===== src/core/nsc_pkg.sv =====
// constants, types and the checksum step for the network status/command bank
// assumes a 25 MHz system clock and an 8N1 serial line to the network master
package nsc_pkg;

  // clock and serial line
  localparam logic [31:0] CLK_HZ       = 32'h017D_7840; // 25 MHz
  localparam logic [31:0] BAUD_DEF     = 32'h0000_2580; // 9600 baud
  localparam logic [3:0]  FRAME_BITS   = 4'h9;          // start, 8 data, stop: last index
  localparam logic [31:0] SILENCE_BITS = 32'h0000_0024; // 3.5 chars of 10 bits plus one bit
  localparam logic [7:0]  SLAVE_ID_DEF = 8'h01;         // arbitrary station number
  localparam logic [7:0]  BCAST_ID     = 8'h00;

  // section base addresses, set by the connection setup
  localparam logic [15:0] OUT_BASE_DEF = 16'h0000;
  localparam logic [15:0] IN_BASE_DEF  = 16'h0000;
  localparam logic [4:0]  WORD_COUNT   = 5'h08;

  // output word offsets
  localparam logic [2:0]  OFS_RUN_STATE = 3'h0;
  localparam logic [2:0]  OFS_POWER     = 3'h1;
  localparam logic [2:0]  OFS_FAULT     = 3'h2;
  localparam logic [2:0]  OFS_CAPACITY  = 3'h3;
  localparam logic [2:0]  OFS_VOLTAGE   = 3'h4;
  localparam logic [2:0]  OFS_CURRENT   = 3'h5;
  localparam logic [2:0]  OFS_PF        = 3'h6;
  localparam logic [2:0]  OFS_ENABLE    = 3'h7;
  // input word offset
  localparam logic [2:0]  OFS_RUN_CMD   = 3'h0;
  localparam logic [15:0] WORD_ZERO     = 16'h0000;
  localparam logic [15:0] CMD_RESET     = 16'h0000;

  // function and exception codes
  localparam logic [7:0]  FC_READ_HOLD  = 8'h03;
  localparam logic [7:0]  FC_READ_INPUT = 8'h04;
  localparam logic [7:0]  FC_WRITE_ONE  = 8'h06;
  localparam logic [7:0]  FC_ERR_BIT    = 8'h80;
  localparam logic [7:0]  EX_NONE       = 8'h00;
  localparam logic [7:0]  EX_BAD_FUNC   = 8'h01;
  localparam logic [7:0]  EX_BAD_ADDR   = 8'h02;

  // frame lengths in bytes
  localparam logic [3:0]  REQ_LEN      = 4'h8;
  localparam logic [4:0]  RSP_FIXED    = 5'h05;
  localparam logic [4:0]  ECHO_LEN     = 5'h08;
  localparam logic [15:0] CRC_INIT     = 16'hFFFF;
  localparam logic [15:0] CRC_POLY     = 16'hA001;
  localparam logic [15:0] CRC_GOOD     = 16'h0000;

  // fault code for a dead converter link (7010)
  localparam logic [15:0] FAULT_CODE_COMM = 16'h1B62;
  localparam logic [15:0] FAULT_CODE_NONE = 16'h0000;

  // long times and their cycle counts
  localparam int unsigned CNT_W         = 40;
  localparam logic [39:0] MS_PER_S      = 40'h00_0000_03E8;
  localparam logic [39:0] DISPLAY_IDLE_S = 40'h00_0000_012C; // 5 minutes
  localparam logic [39:0] LINK_TIMEOUT_MS = 40'h00_0000_0064; // 100 ms
  localparam logic [39:0] LED_HOLD_MS   = 40'h00_0000_000A;   // 10 ms
  localparam logic [39:0] DISPLAY_IDLE_CYC = DISPLAY_IDLE_S * 40'(CLK_HZ);
  localparam logic [39:0] LINK_TIMEOUT_CYC = LINK_TIMEOUT_MS * 40'(CLK_HZ) / MS_PER_S;
  localparam logic [39:0] LED_HOLD_CYC  = LED_HOLD_MS * 40'(CLK_HZ) / MS_PER_S;

  typedef enum logic [0:0] {
    RX_IDLE = 1'b0,
    RX_BITS = 1'b1
  } nsc_rx_state_t;

  typedef enum logic [1:0] {
    TX_IDLE = 2'b00,
    TX_LOAD = 2'b01,
    TX_SEND = 2'b10
  } nsc_tx_state_t;

  // one byte through the reflected 0xA001 checksum
  function automatic logic [15:0] crc_step(input logic [15:0] crc, input logic [7:0] data);
    logic [15:0] c;
    c = crc ^ {8'h00, data};
    for (int i = 0; i < 8; i++) begin
      c = c[0] ? ((c >> 1) ^ CRC_POLY) : (c >> 1);
    end
    return c;
  endfunction : crc_step

endpackage : nsc_pkg


===== src/core/nsc_regs.sv =====
// network status/command register bank with its serial slave, local gating,
// fault latch, display idle timer and board indicators
// assumes all inputs synchronous to mclk_i; the line driver is half duplex
//
// Notes on behaviour
// - registers reached through a built-in serial RTU slave on the line pins
// - every network word is sixteen bits, one offset per whole word
// - output word 0 reads 0 while running, 1 while idle
// - output word 1 reads 1 with input power present, else 0
// - output word 2 reads 1 while faulted, else 0
// - output word 3 reads 1 at maximum current, else 0
// - output words 4 and 5 carry RMS line voltage and line current
// - output word 6 carries signed power factor times one thousand
// - output word 7 reads 1 while remote run commands are permitted
// - remote command acts only while the local enable is set
// - local panel stop clears the enable, blocking later remote runs
// - fault clears on panel fault reset or on panel stop
// - display blanks after five idle minutes and wakes on a touch
// - dead converter link raises communications fault code 7010
// - indicators for each relay, link traffic each way, run command present
`timescale 1ns/1ps

module nsc_regs #(
  parameter logic [31:0] BAUD         = nsc_pkg::BAUD_DEF,
  parameter logic [7:0]  SLAVE_ID     = nsc_pkg::SLAVE_ID_DEF,
  parameter logic [15:0] OUT_BASE     = nsc_pkg::OUT_BASE_DEF,
  parameter logic [15:0] IN_BASE      = nsc_pkg::IN_BASE_DEF,
  parameter logic [39:0] IDLE_CYC     = nsc_pkg::DISPLAY_IDLE_CYC,
  parameter logic [39:0] LINK_TO_CYC  = nsc_pkg::LINK_TIMEOUT_CYC,
  parameter logic [39:0] LED_HOLD_CYC = nsc_pkg::LED_HOLD_CYC,
  parameter logic [39:0] SILENCE_CYC  = nsc_pkg::SILENCE_BITS * 40'(nsc_pkg::CLK_HZ / BAUD)
) (
  // clock and reset
  input  wire logic        mclk_i,
  input  wire logic        rst_b_i,
  // serial line to the network master
  input  wire logic        line_rx_i,
  output logic             line_tx_o,
  output logic             line_de_o,
  // filter status
  input  wire logic        filter_running_i,
  input  wire logic        power_present_i,
  input  wire logic        fault_event_i,
  input  wire logic        at_capacity_i,
  input  wire logic [15:0] line_voltage_i,
  input  wire logic [15:0] line_current_i,
  input  wire logic [15:0] power_factor_i,
  // operator panel
  input  wire logic        panel_stop_i,
  input  wire logic        panel_fault_reset_i,
  input  wire logic        panel_enable_set_i,
  input  wire logic        panel_touch_i,
  // converter link activity
  input  wire logic        conv_rx_i,
  input  wire logic        conv_tx_i,
  // results
  output logic             run_request_o,
  output logic             remote_enable_o,
  output logic             fault_o,
  output logic             comm_fault_o,
  output logic [15:0]      fault_code_o,
  output logic             display_on_o,
  // board indicators
  output logic             led_running_o,
  output logic             led_power_o,
  output logic             led_fault_o,
  output logic             led_limit_o,
  output logic             led_conv_rx_o,
  output logic             led_conv_tx_o,
  output logic             led_run_cmd_o
);

  localparam logic [15:0] BIT_CYC  = 16'(nsc_pkg::CLK_HZ / BAUD);
  localparam logic [15:0] HALF_CYC = 16'(nsc_pkg::CLK_HZ / BAUD / 32'h0000_0002);

  nsc_pkg::nsc_rx_state_t rx_state;
  nsc_pkg::nsc_tx_state_t tx_state;
  logic [15:0] rx_cyc;
  logic [3:0]  rx_bit;
  logic [7:0]  rx_shift;
  logic        rx_valid;
  logic [39:0] quiet_cnt;
  logic        frame_end;
  logic [7:0]  buf_mem [8];
  logic [3:0]  buf_cnt;
  logic [15:0] rx_crc;
  logic [15:0] cmd;
  logic        remote_enable;
  logic [15:0] out_w [8];
  // request decode
  logic [15:0] req_addr;
  logic [15:0] req_qty;
  logic [15:0] req_off;
  logic        req_ok;
  logic        req_bcast;
  logic [7:0]  req_exc;
  logic [4:0]  req_len;
  logic        req_write;
  // response
  logic [7:0]  rsp_fc;
  logic [7:0]  rsp_exc;
  logic [2:0]  rsp_off;
  logic [3:0]  rsp_qty;
  logic [4:0]  rsp_len;
  logic [4:0]  tx_idx;
  logic [15:0] tx_crc;
  logic [15:0] tx_cyc;
  logic [3:0]  tx_bit;
  logic [9:0]  tx_shift;
  logic [7:0]  tx_byte;
  logic [2:0]  tx_woff;
  logic [15:0] tx_word;
  // local side
  logic [39:0] idle_cnt;
  logic [39:0] conv_rx_quiet;
  logic [39:0] conv_tx_quiet;
  logic        conv_rx_q;
  logic        conv_tx_q;
  logic        link_dead;

  ////////////////////////////////////////////////////////////////////////////
  // serial receiver, sampled mid bit
  always_ff @(posedge mclk_i or negedge rst_b_i) begin
    if (!rst_b_i) begin
      rx_state <= nsc_pkg::RX_IDLE;
      rx_cyc   <= 16'h0000;
      rx_bit   <= 4'h0;
      rx_shift <= 8'h00;
      rx_valid <= 1'b0;
    end else begin
      rx_valid <= 1'b0;
      unique case (rx_state)
        nsc_pkg::RX_IDLE: begin
          // half duplex: own transmission is not heard
          if (!line_rx_i && tx_state == nsc_pkg::TX_IDLE) begin
            rx_state <= nsc_pkg::RX_BITS;
            rx_cyc   <= HALF_CYC;
            rx_bit   <= 4'h0;
          end
        end
        nsc_pkg::RX_BITS: begin
          if (rx_cyc != 16'h0000) begin
            rx_cyc <= rx_cyc - 16'h0001;
          end else begin
            rx_cyc <= BIT_CYC - 16'h0001;
            rx_bit <= rx_bit + 4'h1;
            if (rx_bit == 4'h0 && line_rx_i) begin
              rx_state <= nsc_pkg::RX_IDLE; // glitch, not a start bit
            end else if (rx_bit == nsc_pkg::FRAME_BITS) begin
              rx_state <= nsc_pkg::RX_IDLE;
              rx_valid <= line_rx_i; // bad stop bit drops the byte
            end else if (rx_bit != 4'h0) begin
              rx_shift <= {line_rx_i, rx_shift[7:1]};
            end
          end
        end
      endcase
    end
  end

  // line silence marks the end of a frame
  always_ff @(posedge mclk_i or negedge rst_b_i) begin
    if (!rst_b_i) begin
      quiet_cnt <= 40'h00_0000_0000;
      frame_end <= 1'b0;
    end else begin
      frame_end <= 1'b0;
      if (!line_rx_i || rx_state != nsc_pkg::RX_IDLE) begin
        quiet_cnt <= 40'h00_0000_0000;
      end else if (quiet_cnt != SILENCE_CYC) begin
        quiet_cnt <= quiet_cnt + 40'h00_0000_0001;
        frame_end <= (quiet_cnt == SILENCE_CYC - 40'h00_0000_0001) && buf_cnt != 4'h0;
      end
    end
  end

  // frame store and running checksum; overlong frames saturate and fail
  always_ff @(posedge mclk_i or negedge rst_b_i) begin
    if (!rst_b_i) begin
      buf_cnt <= 4'h0;
      rx_crc  <= nsc_pkg::CRC_INIT;
      for (int i = 0; i < 8; i++) begin
        buf_mem[i] <= 8'h00;
      end
    end else if (frame_end) begin
      buf_cnt <= 4'h0;
      rx_crc  <= nsc_pkg::CRC_INIT;
    end else if (rx_valid) begin
      if (buf_cnt < nsc_pkg::REQ_LEN) begin
        buf_mem[buf_cnt[2:0]] <= rx_shift;
      end
      if (buf_cnt <= nsc_pkg::REQ_LEN) begin
        buf_cnt <= buf_cnt + 4'h1;
      end
      rx_crc <= nsc_pkg::crc_step(rx_crc, rx_shift);
    end
  end

  ////////////////////////////////////////////////////////////////////////////
  // status words, all sixteen bits wide
  always_comb begin
    out_w[nsc_pkg::OFS_RUN_STATE] = {15'h0000, !filter_running_i};
    out_w[nsc_pkg::OFS_POWER]     = {15'h0000, power_present_i};
    out_w[nsc_pkg::OFS_FAULT]     = {15'h0000, fault_o};
    out_w[nsc_pkg::OFS_CAPACITY]  = {15'h0000, at_capacity_i};
    out_w[nsc_pkg::OFS_VOLTAGE]   = line_voltage_i;
    out_w[nsc_pkg::OFS_CURRENT]   = line_current_i;
    out_w[nsc_pkg::OFS_PF]        = power_factor_i;  // signed, x1000
    out_w[nsc_pkg::OFS_ENABLE]    = {15'h0000, remote_enable};
  end

  // request check: address, function, range against the configured bases
  always_comb begin
    req_addr  = {buf_mem[2], buf_mem[3]};
    req_qty   = {buf_mem[4], buf_mem[5]};
    req_bcast = buf_mem[0] == nsc_pkg::BCAST_ID;
    req_ok    = buf_cnt == nsc_pkg::REQ_LEN && rx_crc == nsc_pkg::CRC_GOOD
                && (buf_mem[0] == SLAVE_ID || req_bcast);
    req_write = 1'b0;
    req_off   = req_addr - ((buf_mem[1] == nsc_pkg::FC_READ_INPUT) ? OUT_BASE : IN_BASE);
    req_exc   = nsc_pkg::EX_NONE;
    req_len   = nsc_pkg::RSP_FIXED;
    unique case (buf_mem[1])
      nsc_pkg::FC_READ_HOLD, nsc_pkg::FC_READ_INPUT: begin
        if (req_qty == 16'h0000 || req_addr < ((buf_mem[1] == nsc_pkg::FC_READ_INPUT)
            ? OUT_BASE : IN_BASE) || 17'(req_off) + 17'(req_qty) > 17'(nsc_pkg::WORD_COUNT)) begin
          req_exc = nsc_pkg::EX_BAD_ADDR;
        end else begin
          req_len = nsc_pkg::RSP_FIXED + {req_qty[3:0], 1'b0};
        end
      end
      nsc_pkg::FC_WRITE_ONE: begin
        if (req_addr < IN_BASE || req_off >= 16'(nsc_pkg::WORD_COUNT)) begin
          req_exc = nsc_pkg::EX_BAD_ADDR;
        end else begin
          req_write = 1'b1;
          req_len   = nsc_pkg::ECHO_LEN;
        end
      end
      default: req_exc = nsc_pkg::EX_BAD_FUNC;
    endcase
  end

  ////////////////////////////////////////////////////////////////////////////
  // local enable: set from the panel, cleared by a panel stop
  always_ff @(posedge mclk_i or negedge rst_b_i) begin
    if (!rst_b_i) begin
      remote_enable <= 1'b0;
    end else if (panel_stop_i) begin
      remote_enable <= 1'b0;
    end else if (panel_enable_set_i) begin
      remote_enable <= 1'b1;
    end
  end

  // command word: only offset 0 stores; a stop also drops a stale run
  always_ff @(posedge mclk_i or negedge rst_b_i) begin
    if (!rst_b_i) begin
      cmd <= nsc_pkg::CMD_RESET;
    end else if (panel_stop_i) begin
      cmd <= nsc_pkg::CMD_RESET;
    end else if (frame_end && req_ok && req_write && remote_enable
                 && req_off[2:0] == nsc_pkg::OFS_RUN_CMD) begin
      cmd <= req_qty; // value field of a single write
    end
  end

  assign run_request_o   = remote_enable && cmd[0];
  assign remote_enable_o = remote_enable;

  ////////////////////////////////////////////////////////////////////////////
  // response parameters latched at frame end; broadcasts get no answer
  always_ff @(posedge mclk_i or negedge rst_b_i) begin
    if (!rst_b_i) begin
      rsp_fc  <= 8'h00;
      rsp_exc <= nsc_pkg::EX_NONE;
      rsp_off <= 3'h0;
      rsp_qty <= 4'h0;
      rsp_len <= 5'h00;
    end else if (frame_end && req_ok) begin
      rsp_fc  <= (req_exc != nsc_pkg::EX_NONE) ? (buf_mem[1] | nsc_pkg::FC_ERR_BIT) : buf_mem[1];
      rsp_exc <= req_exc;
      rsp_off <= req_off[2:0];
      rsp_qty <= req_qty[3:0];
      rsp_len <= req_len;
    end
  end

  // byte to send at tx_idx; checksum bytes come last, low byte first
  always_comb begin
    tx_woff = rsp_off + 3'((tx_idx - 5'h03) >> 1);
    if (rsp_fc == nsc_pkg::FC_READ_INPUT) begin
      tx_word = out_w[tx_woff];
    end else begin
      tx_word = (tx_woff == nsc_pkg::OFS_RUN_CMD) ? cmd : nsc_pkg::WORD_ZERO;
    end
    if (tx_idx == rsp_len - 5'h02) begin
      tx_byte = tx_crc[7:0];
    end else if (tx_idx == rsp_len - 5'h01) begin
      tx_byte = tx_crc[15:8];
    end else if (tx_idx == 5'h00) begin
      tx_byte = SLAVE_ID;
    end else if (tx_idx == 5'h01) begin
      tx_byte = rsp_fc;
    end else if (rsp_exc != nsc_pkg::EX_NONE) begin
      tx_byte = rsp_exc;
    end else if (rsp_fc == nsc_pkg::FC_WRITE_ONE) begin
      tx_byte = buf_mem[tx_idx[2:0]];
    end else if (tx_idx == 5'h02) begin
      tx_byte = {3'h0, rsp_qty, 1'b0};
    end else begin
      tx_byte = tx_idx[0] ? tx_word[15:8] : tx_word[7:0]; // high byte first
    end
  end

  // transmitter; driver enable spans the whole answer
  always_ff @(posedge mclk_i or negedge rst_b_i) begin
    if (!rst_b_i) begin
      tx_state <= nsc_pkg::TX_IDLE;
      tx_idx   <= 5'h00;
      tx_crc   <= nsc_pkg::CRC_INIT;
      tx_cyc   <= 16'h0000;
      tx_bit   <= 4'h0;
      tx_shift <= 10'h3FF;
    end else begin
      unique case (tx_state)
        nsc_pkg::TX_IDLE: begin
          if (frame_end && req_ok && !req_bcast) begin
            tx_state <= nsc_pkg::TX_LOAD;
            tx_idx   <= 5'h00;
            tx_crc   <= nsc_pkg::CRC_INIT;
          end
        end
        nsc_pkg::TX_LOAD: begin
          tx_shift <= {1'b1, tx_byte, 1'b0};
          tx_cyc   <= BIT_CYC - 16'h0001;
          tx_bit   <= 4'h0;
          tx_state <= nsc_pkg::TX_SEND;
          if (tx_idx < rsp_len - 5'h02) begin
            tx_crc <= nsc_pkg::crc_step(tx_crc, tx_byte);
          end
        end
        nsc_pkg::TX_SEND: begin
          if (tx_cyc != 16'h0000) begin
            tx_cyc <= tx_cyc - 16'h0001;
          end else if (tx_bit != nsc_pkg::FRAME_BITS) begin
            tx_cyc   <= BIT_CYC - 16'h0001;
            tx_bit   <= tx_bit + 4'h1;
            tx_shift <= {1'b1, tx_shift[9:1]};
          end else if (tx_idx == rsp_len - 5'h01) begin
            tx_state <= nsc_pkg::TX_IDLE;
            tx_shift <= 10'h3FF;
          end else begin
            tx_idx   <= tx_idx + 5'h01;
            tx_state <= nsc_pkg::TX_LOAD;
          end
        end
        default: tx_state <= nsc_pkg::TX_IDLE;
      endcase
    end
  end

  assign line_tx_o = tx_shift[0];
  assign line_de_o = tx_state != nsc_pkg::TX_IDLE;

  ////////////////////////////////////////////////////////////////////////////
  // converter link watch: quiet counters on each direction's edges
  always_ff @(posedge mclk_i or negedge rst_b_i) begin
    if (!rst_b_i) begin
      conv_rx_q     <= 1'b1;
      conv_tx_q     <= 1'b1;
      conv_rx_quiet <= 40'h00_0000_0000;
      conv_tx_quiet <= 40'h00_0000_0000;
    end else begin
      conv_rx_q <= conv_rx_i;
      conv_tx_q <= conv_tx_i;
      conv_rx_quiet <= (conv_rx_q != conv_rx_i) ? 40'h00_0000_0000
                     : (conv_rx_quiet == LINK_TO_CYC) ? conv_rx_quiet
                     : conv_rx_quiet + 40'h00_0000_0001;
      conv_tx_quiet <= (conv_tx_q != conv_tx_i) ? 40'h00_0000_0000
                     : (conv_tx_quiet == LINK_TO_CYC) ? conv_tx_quiet
                     : conv_tx_quiet + 40'h00_0000_0001;
    end
  end

  assign link_dead = conv_rx_quiet == LINK_TO_CYC;

  // fault latch: an event in the clearing cycle still sets it
  always_ff @(posedge mclk_i or negedge rst_b_i) begin
    if (!rst_b_i) begin
      fault_o      <= 1'b0;
      comm_fault_o <= 1'b0;
      fault_code_o <= nsc_pkg::FAULT_CODE_NONE;
    end else if (link_dead) begin
      fault_o      <= 1'b1;
      comm_fault_o <= 1'b1;
      fault_code_o <= nsc_pkg::FAULT_CODE_COMM;
    end else if (fault_event_i) begin
      fault_o <= 1'b1;
    end else if (panel_fault_reset_i || panel_stop_i) begin
      fault_o      <= 1'b0;
      comm_fault_o <= 1'b0;
      fault_code_o <= nsc_pkg::FAULT_CODE_NONE;
    end
  end

  // display idle timer; a touch restarts it and wakes the screen
  always_ff @(posedge mclk_i or negedge rst_b_i) begin
    if (!rst_b_i) begin
      idle_cnt <= 40'h00_0000_0000;
    end else if (panel_touch_i) begin
      idle_cnt <= 40'h00_0000_0000;
    end else if (idle_cnt != IDLE_CYC) begin
      idle_cnt <= idle_cnt + 40'h00_0000_0001;
    end
  end

  assign display_on_o = idle_cnt != IDLE_CYC;

  // indicators; traffic lamps held on briefly so single bytes show
  assign led_running_o = filter_running_i;
  assign led_power_o   = power_present_i;
  assign led_fault_o   = fault_o;
  assign led_limit_o   = at_capacity_i;
  assign led_conv_rx_o = conv_rx_quiet < LED_HOLD_CYC;
  assign led_conv_tx_o = conv_tx_quiet < LED_HOLD_CYC;
  assign led_run_cmd_o = run_request_o;
endmodule : nsc_regs


===== config.mk =====
export PLATFORM = sky130hd
export DESIGN_NAME = nsc_regs
export DESIGN_NICKNAME = d
export VERILOG_FILES = /design/src/core/nsc_pkg.sv /design/src/core/nsc_regs.sv
export SDC_FILE = /design/constraint.sdc
export NUM_CORES = 1
export LEC_CHECK = 0
export BUFFER_PORTS_ARGS = -buffer_cell sky130_fd_sc_hd__buf_2
export CORE_MARGIN = 2
export CORE_UTILIZATION = 45
export CTS_CLUSTER_SIZE = 8
export DETAILED_ROUTE_END_ITERATION = 10
export PLACE_DENSITY = 0.71
export SLEW_MARGIN = 40
export SYNTH_ARGS = -nofsm -noshare
export SYNTH_HDL_FRONTEND = slang
export SYNTH_SLANG_ARGS = --single-unit

===== constraint.sdc =====
create_clock -name mclk_i -period 8.5 [get_ports mclk_i]
set_clock_uncertainty 0.15 [all_clocks]
set_input_delay 1.7 -clock mclk_i [delete_from_list [all_inputs] [get_ports mclk_i]]
set_output_delay 1.7 -clock mclk_i [all_outputs]
set_load 0.05 [all_outputs]

==> results.md, run 1 <==
* Synth cell count leaders: 327 x dfrtp_1, 253 x nor2_1, 203 x nand2_1
* Ant. Diodes at 0
* Starting Density at 45.62%
* Critical path fanouts, max at 37
* Clock sink count at 370
* R2R depth at 16
* Post-layout util at 51.02%
* Combinational share of power at ~4.7%
* Mapped Cells at between 2,000 and 2,500
* Global Route Usage Sum at between 20% and 30%
* P&R area growth vs syn at 11.83%
* Top FF cell, synth: dfrtp_1
* Final-stage net count at ~2,300
* RSZ-0062 raised after global routing: false
* GRT overflow at 0
* Asr flop ratio synth at 100.0%
* Register area share after synthesis at 44.98%
* Power per cell area at 172.7 nW/um^2
* CP Launch Type: flip-flop
* Worst Hold Launch: tx_cyc[15]
* Leakage at roughly 10 nW
* Critical path class: flip-flop to flip-flop
* Fillcell total at 4,107
* First-pass GRT wire length at just over 80,000 microns
* Hold Path Stages at 1
* Worst reg2reg path endpoint: tx_crc[0]
* Vias in the first global route at 15,780
* I/O pin count at 91
* Bufs on Longest Clock Path at 3
* Top post-synthesis cells by area: dfrtp_1 40%, dfstp_2 5.5%, mux2_2 5.1%
* Worst hold path type: flip-flop to flip-flop
* Endpoints failing setup at 0
* Clock power frac at 49.1%
* Cells resized by post-CTS repair at 0
* Core Rows at between 70 and 80
* Post CTS Setup Buffer Count at 0
* WL per Instance at about 17 microns
* Worst Hold End: tx_cyc[15]
* Slew Viols, Final at 0
* Most frequent cell after synthesis: dfrtp_1
* Height of the chip at 218.5 microns
* Worst vdd ir at 191.7 uV
* Switch Pwr at roughly 0.96 mW
* Synth top area share at a little under 40%
* Final wirelength at 48,190 microns
* CTS clk-pin slew, worst paths at about 0.06 ns
* Status: finished clean
* Max Cap Viol at 0
* Crit path time final at approximately 6.2 ns
* CTS root buf: clkbuf_16
* Reg power frac at a little under half
* Rel. slew slack at 43.18%
* Register Area at 9314 sq um
* Critical Path AT at 6.62 ns
* Final Hold Viols at 0
* DR vias/cell at 5.673
* Slew at the pin with the worst max-slew slack at 0.8492 ns
* CTS tree: built
* Buffers on Ports at 81
* Post-CTS Hold Fix Bufs at 0
* Initial antenna violation count at 0
* Mapped cell area at ~21,000 sq um
* Pin count of the biggest net entering global routing at between 100 and 150
* Die Width at 218.5 microns
* Share of cells above drive strength 1 at between 10% and 20%
* Cell internal pwr at just over 3 mW
* Inserted Clock Buffers at 52
* Router iterations before antenna repair at 5
* Switching Fraction at 24.05%
* Worst Path Required at 8.88 ns
* Die area at 47,740 sq um
* Fmax achieved at 160.4 MHz
* Post-Synthesis Mean Instance Area at approximately 9.8 sq um
* Critical Path End Type: flip-flop
* Worst-Skew Late Latency at 0.62 ns
* Reg-to-Reg Start: tx_idx[0]
* Area leader, netlist: dfrtp_1
* CTS H-tree lvls at 2
* Number of synthesized flops with an enable pin at 0
* R2R Setup Slk at 2.26 ns
* DRC at 0
* YS warnings at 0
* Fin crit share at 73.36%
* Core ar. at 45,380 sq um
* Initial drt markers at 1,060
* Post-DRT Antenna Nets at 0
* FF+latch count, synth at 370
* Area of the multi-input gates at about 11,000 sq um
* Yosys cell types at 97
* Via count at 15,950
* Detail Placement HPWL at 33,120 microns
* Setup TNS at 0 ns
* Placer congestion estimate at 0.9455
-- sequential cells by signal, indices dropped and copies added, names as in the netlist, 5 cells and up --
| signal | flops |
|---|---|
| buf_mem | 64 |
| cmd | 16 |
| conv_rx_quiet | 40 |
| conv_tx_quiet | 40 |
| idle_cnt | 40 |
| quiet_cnt | 40 |
| rsp_fc | 8 |
| rsp_len | 5 |
| rx_crc | 16 |
| rx_cyc | 16 |
| rx_shift | 8 |
| tx_crc | 16 |
| tx_cyc | 16 |
| tx_idx | 5 |
| tx_shift | 9 |
-- worst max-delay path by stage --
stage	from	end	slack, ns	cells after the start
finish	tx_idx[0]	tx_crc[0]	2.26	16
global route	tx_idx[0]	tx_crc[0]	1.86	16
CTS	tx_idx[0]	tx_crc[0]	2.27	16
detailed placement	tx_idx[0]	tx_crc[0]	2.29	16
global placement	tx_idx[0]	tx_crc[0]	2.41	16
floorplan	tx_idx[1]	tx_crc[0]	3.71	17
-- cell usage in the layout (no fill, tap or decap), types with 6 or more instances in the layout --
master     count
nor2_1       251
o211ai_1      12
mux4_2        21
and3_1        34
dfstp_2       43
xor2_1       115
or3_1         37
buf_2         80
clkbuf_16     52
nand3_1       85
and2_1         9
mux2i_1       21
inv_1         56
nand2_1      203
a21o_1         6
xnor2_1       71
buf_4         10
mux2_2        94
a21oi_1       97
a211o_1       11
dfrtp_1      326
a22oi_1        9
nand2b_1      11
a31oi_1       11
conb_1         9
nor4b_1       11
nor3_1        49
nor4_1        51
nand4_1       42
and4_1        13
o31ai_1       12
ha_1          48
or2_2         14
or4_1         11
nor2b_1       21
o21ai_0       99
clkbuf_1      40
-- cells by family after synthesis --
| logic type | synth area share (%) |
|---|---|
| mux | 8.479 |
| other cells | 0.01811 |
| fa+ha+maj | 3.155 |
| flops | 44.98 |
| buf+inv | 3.590 |
| simple gates | 21.05 |
| compound gates | 10.23 |
| xor+xnor | 8.491 |
-- worst max-delay path: stages, from the launching register on --
cell and delay, ns:
dfrtp_2 0.34, buf_4 0.47, clkinv_1 0.55, ha_1 0.48, ha_2 0.19, fa_1 0.76, nor2b_1 0.68, a22oi_1 0.27
o311ai_4 0.27, o311ai_2 0.17, o311ai_4 0.41, a21o_1 0.20, a2111oi_2 0.09, or4b_4 0.58, xor2_4 0.21, o2111ai_1 0.15
a21oi_2 0.16
-- cell type report --
| type | instances | share of cell area [%] |
|---|---|---|
| Tap cell | 600 | 3.243 |
| Sequential cell | 370 | 40.23 |
| Clock buffer | 94 | 6.388 |
| Inverter | 58 | 0.9403 |
| Clock inverter | 3 | 0.3891 |
| Timing Repair Buffer | 95 | 2.383 |
| Multi-Input combinational cell | 1592 | 46.43 |
-- metrics by stage --
stage	std cells	hold WS [ns]	setup WS [ns]	cell area, sq um	total power [mW]
floorplan	2126	0.2956	3.707	20730	1.977
global placement	2714	0.3173	2.410	21510	2.050
detailed placement	2714	0.3237	2.289	21540	2.062
CTS	2811	0.3347	2.272	23110	4.047
global route	2812	0.3613	1.862	23150	4.164
finish	2812	0.3336	2.265	23150	3.998
-- power groups by stage --
stage / registers, mW / logic [mW] / clock network, mW
floorplan: 1.86 / 0.114 / 0
global placement: 1.87 / 0.179 / 0
detailed placement: 1.87 / 0.189 / 0
CTS: 1.85 / 0.189 / 2.01
global route: 1.85 / 0.217 / 2.10
finish: 1.85 / 0.187 / 1.96
-- routing by layer --
layer | part of all wire [%] | wire length, microns | vias up | global-route usage [%]
met5 | 0 | 0 | - | 0
met4 | 2.5 | 1206 | 0 | 6.213
met3 | 3.9 | 1894 | 82 | 3.660
met2 | 48 | 23050 | 306 | 33.90
met1 | 46 | 22040 | 7942 | 28.09
li1 | - | - | 7623 | -
Note: power is estimated with default switching activity, not from simulation.
==> inputs of run 2 (changes only) <==
--- a/config.mk
+++ b/config.mk
@@ -5,6 +5,7 @@
 export SDC_FILE = /design/constraint.sdc
 export NUM_CORES = 1
 export LEC_CHECK = 0
+export ABC_AREA = 1
 export BUFFER_PORTS_ARGS = -buffer_cell sky130_fd_sc_hd__buf_2
 export CORE_MARGIN = 2
 export CORE_UTILIZATION = 45
==> constraint.sdc (replaced) <==
create_clock -name mclk_i -period 5.8 [get_ports mclk_i]
set_clock_uncertainty 0.15 [all_clocks]
set_input_delay 1.16 -clock mclk_i [delete_from_list [all_inputs] [get_ports mclk_i]]
set_output_delay 1.16 -clock mclk_i [all_outputs]
set_load 0.05 [all_outputs]
==> results.md, run 2 <==
* Status: finished clean
* FF+latch count, synth at 370
* Global Route Usage Sum at a little under a quarter
* Critical Path End Type: flip-flop
* Placer congestion estimate at 0.9433
* Cell Count, Final, Fillers Out at 3,566
* Power per cell area at ~250 nW/um^2
* Die area at a little under 50,000 sq um
* Router iterations before antenna repair at 5
* Synth top area share at between 30% and 40%
* Reg power frac at 45.7%
* Synth cell count leaders: 527 x nand2_1, 428 x inv_1, 327 x dfrtp_1
* YS warnings at 0
* Mapped Cells at between 2,000 and 3,000
* Worst vdd ir at 204.2 uV
* Final wirelength at 55,290 microns
* Bufs and invs on worst path at 4
* RSZ-0062 raised after global routing: false
* Number of synthesized flops with an enable pin at 0
* Switch Pwr at 1.472 mW
* Share of cells above drive strength 1 at under 10%
* Fin crit share at around 80%
* Top FF cell, synth: dfrtp_1
* Slew Viols, Final at 0
* Commonest non-fill, non-tap cells in the layout: 527 x nand2_1, 427 x inv_1, 326 x dfrtp_1
* Bufs on Longest Clock Path at 3
* Worst path slowest cell: ha_1
* Detail Placement HPWL at between 30,000 and 40,000 microns
* Setup TNS at 0 ns
* CTS tree: built
* Initial antenna violation count at 0
* Cell repeated most along the worst path: nand2_1
* Placed Instances at 3,469
* Post CTS Setup Buffer Count at 0
* Crit path time final at about 4.6 ns
* Core ar. at 46,750 sq um
* Final Instance Area at 23,810 sq um
* Worst hold path type: flip-flop to flip-flop
* Cells resized by post-CTS repair at 0
* Vias in the first global route at 18,880
* Total power at 5.990 mW
* Post-Place Cell Area at 22,300 sq um
* Starting Density at 45.71%
* Post-DRT Antenna Nets at 0
* Cell internal pwr at 4.517 mW
* Via count at 19,600
* Die Width at 221.9 microns
* CP Launch Type: flip-flop
* Fillcell total at 4,483
* Pin count of the biggest net entering global routing at approximately 130
* CTS root buf: clkbuf_16
* Register area share after synthesis at 43.58%
* P&R area growth vs syn at 11.44%
* I/O pin count at 91
* CTS H-tree lvls at 2
* CTS clk-pin slew, worst paths at 0.05 ns
* Max FFs per register at 64
* Commonest non-fill, non-tap cell in the layout: nand2_1
* Inserted Clock Buffers at 52
* Combinational share of power at just under 7%
* Worst-Skew Late Latency at 0.60 ns
* Post-Synthesis Mean Instance Area at approximately 7.5 sq um
* Leakage at between 10 and 15 nW
* Rel. slew slack at 48.06%
* Family with the most delay on the worst path: simple AND/OR/NAND/NOR gates
* WL per Instance at 15.50 microns
* Yosys cell types at 63
* Height of the chip at 221.9 microns
* DRC at 0
* DR vias/cell at 5.497
* Critical path class: flip-flop to flip-flop
* Most frequent cell after synthesis: nand2_1
* Ant. Diodes at 0
* Top post-synthesis cells by area: dfrtp_1 38%, nand2_1 9.3%, inv_1 7.5%
* Fmax achieved at 218.5 MHz
* Mapped cell area at 21,370 sq um
* Most flops, register: buf_mem
* Endpoints failing setup at 0
* Buffers on Ports at 81
* CP max stage delay at around 0.76 ns
* Critical path fanouts, max at 24
* Max Cap Viol at 0
* Area leader, netlist: dfrtp_1
* Core Rows at 79
* Final Hold Viols at 0
* Clock power frac at 47.4%
* Clock sink count at 370
* Critical Path AT at 4.95 ns
* First-pass GRT wire length at 92,950 microns
* Switching Fraction at 24.58%
* Worst Path Required at 6.17 ns
* Final-stage net count at 3,028
* Post-CTS Hold Fix Bufs at 0
* Asr flop ratio synth at 100.0%
* GRT overflow at 0
* Slew at the pin with the worst max-slew slack at 0.7720 ns
* Initial drt markers at 1,695
-- run 2: cells by family (layout without fill, tap and decap cells) --
| family | after synthesis | after routing | synth area share [%] |
|---|---|---|---|
| xor+xnor | 54 | 54 | 2.213 |
| compound gates | 638 | 638 | 16.22 |
| flops | 370 | 370 | 43.58 |
| simple gates | 1207 | 1207 | 25.15 |
| other cells | 1 | 9 | 0.01755 |
| fa+ha+maj | 51 | 51 | 3.056 |
| buf+inv | 517 | 629 | 9.655 |
| mux | 1 | 1 | 0.1054 |
-- run 2: final cells by class --
type                    count  area [sq um]  area share (%)
well taps                 607         759.5           3.189
inverters                 438          1647           6.914
repair buffers             94         538.0           2.259
multi-input cells        1960         10050           42.19
clock inverters             2         25.02          0.1051
clock buffers              95          1484           6.231
flip-flops and latches    370          9314           39.11
-- run 2: worst register-to-register path: cells and delay by family, from the launching register on --
| kind | cells | cell delay (ns) |
|---|---|---|
| fa+ha+maj | 2 | 1.10 |
| compound gates | 1 | 0.08 |
| buf+inv | 4 | 0.85 |
| simple gates | 23 | 1.95 |
| flops | 1 | 0.38 |
-- run 2: worst paths after layout --
check | startpoint | endpoint | slack, ns | cells past startpoint
setup / recovery | tx_idx[1] | tx_crc[0] | 1.22 | 30
hold / removal | conv_rx_quiet[19] | conv_rx_quiet[19] | 0.31 | 1
setup reg to reg | tx_idx[1] | tx_crc[0] | 1.22 | 30
hold reg to reg | conv_rx_quiet[19] | conv_rx_quiet[19] | 0.31 | 1
max in group asynchronous | rst_b_i | tx_cyc[11] | 3.87 | 2
min in group asynchronous | rst_b_i | fault_code_o[11] | 0.42 | 1
-- run 2: layer usage --
metal	global-route usage (%)	share of wire (%)
met5	0	0
met4	7.977	2.8
met3	3.247	6.0
met2	37.12	46
met1	30.40	45
-- run 2: power groups by stage --
stage	registers (mW)	logic, mW	clock network, mW
6_report	2.74	0.415	2.84
5_1_grt	2.74	0.472	3.04
4_1_cts	2.73	0.419	2.91
3_5_place_dp	2.78	0.416	0
3_3_place_gp	2.77	0.403	0
2_1_floorplan	2.76	0.280	0
-- run 2: per-stage QoR --
step	hold WS (ns)	utilization, %	setup slack [ns]
after floorplan	0.2836	-	1.615
after global placement	0.3033	47.69	1.461
after detailed placement	0.3080	47.69	1.349
after CTS	0.3152	50.92	1.338
after global routing	0.3385	50.94	0.7925
final	0.3140	50.94	1.224
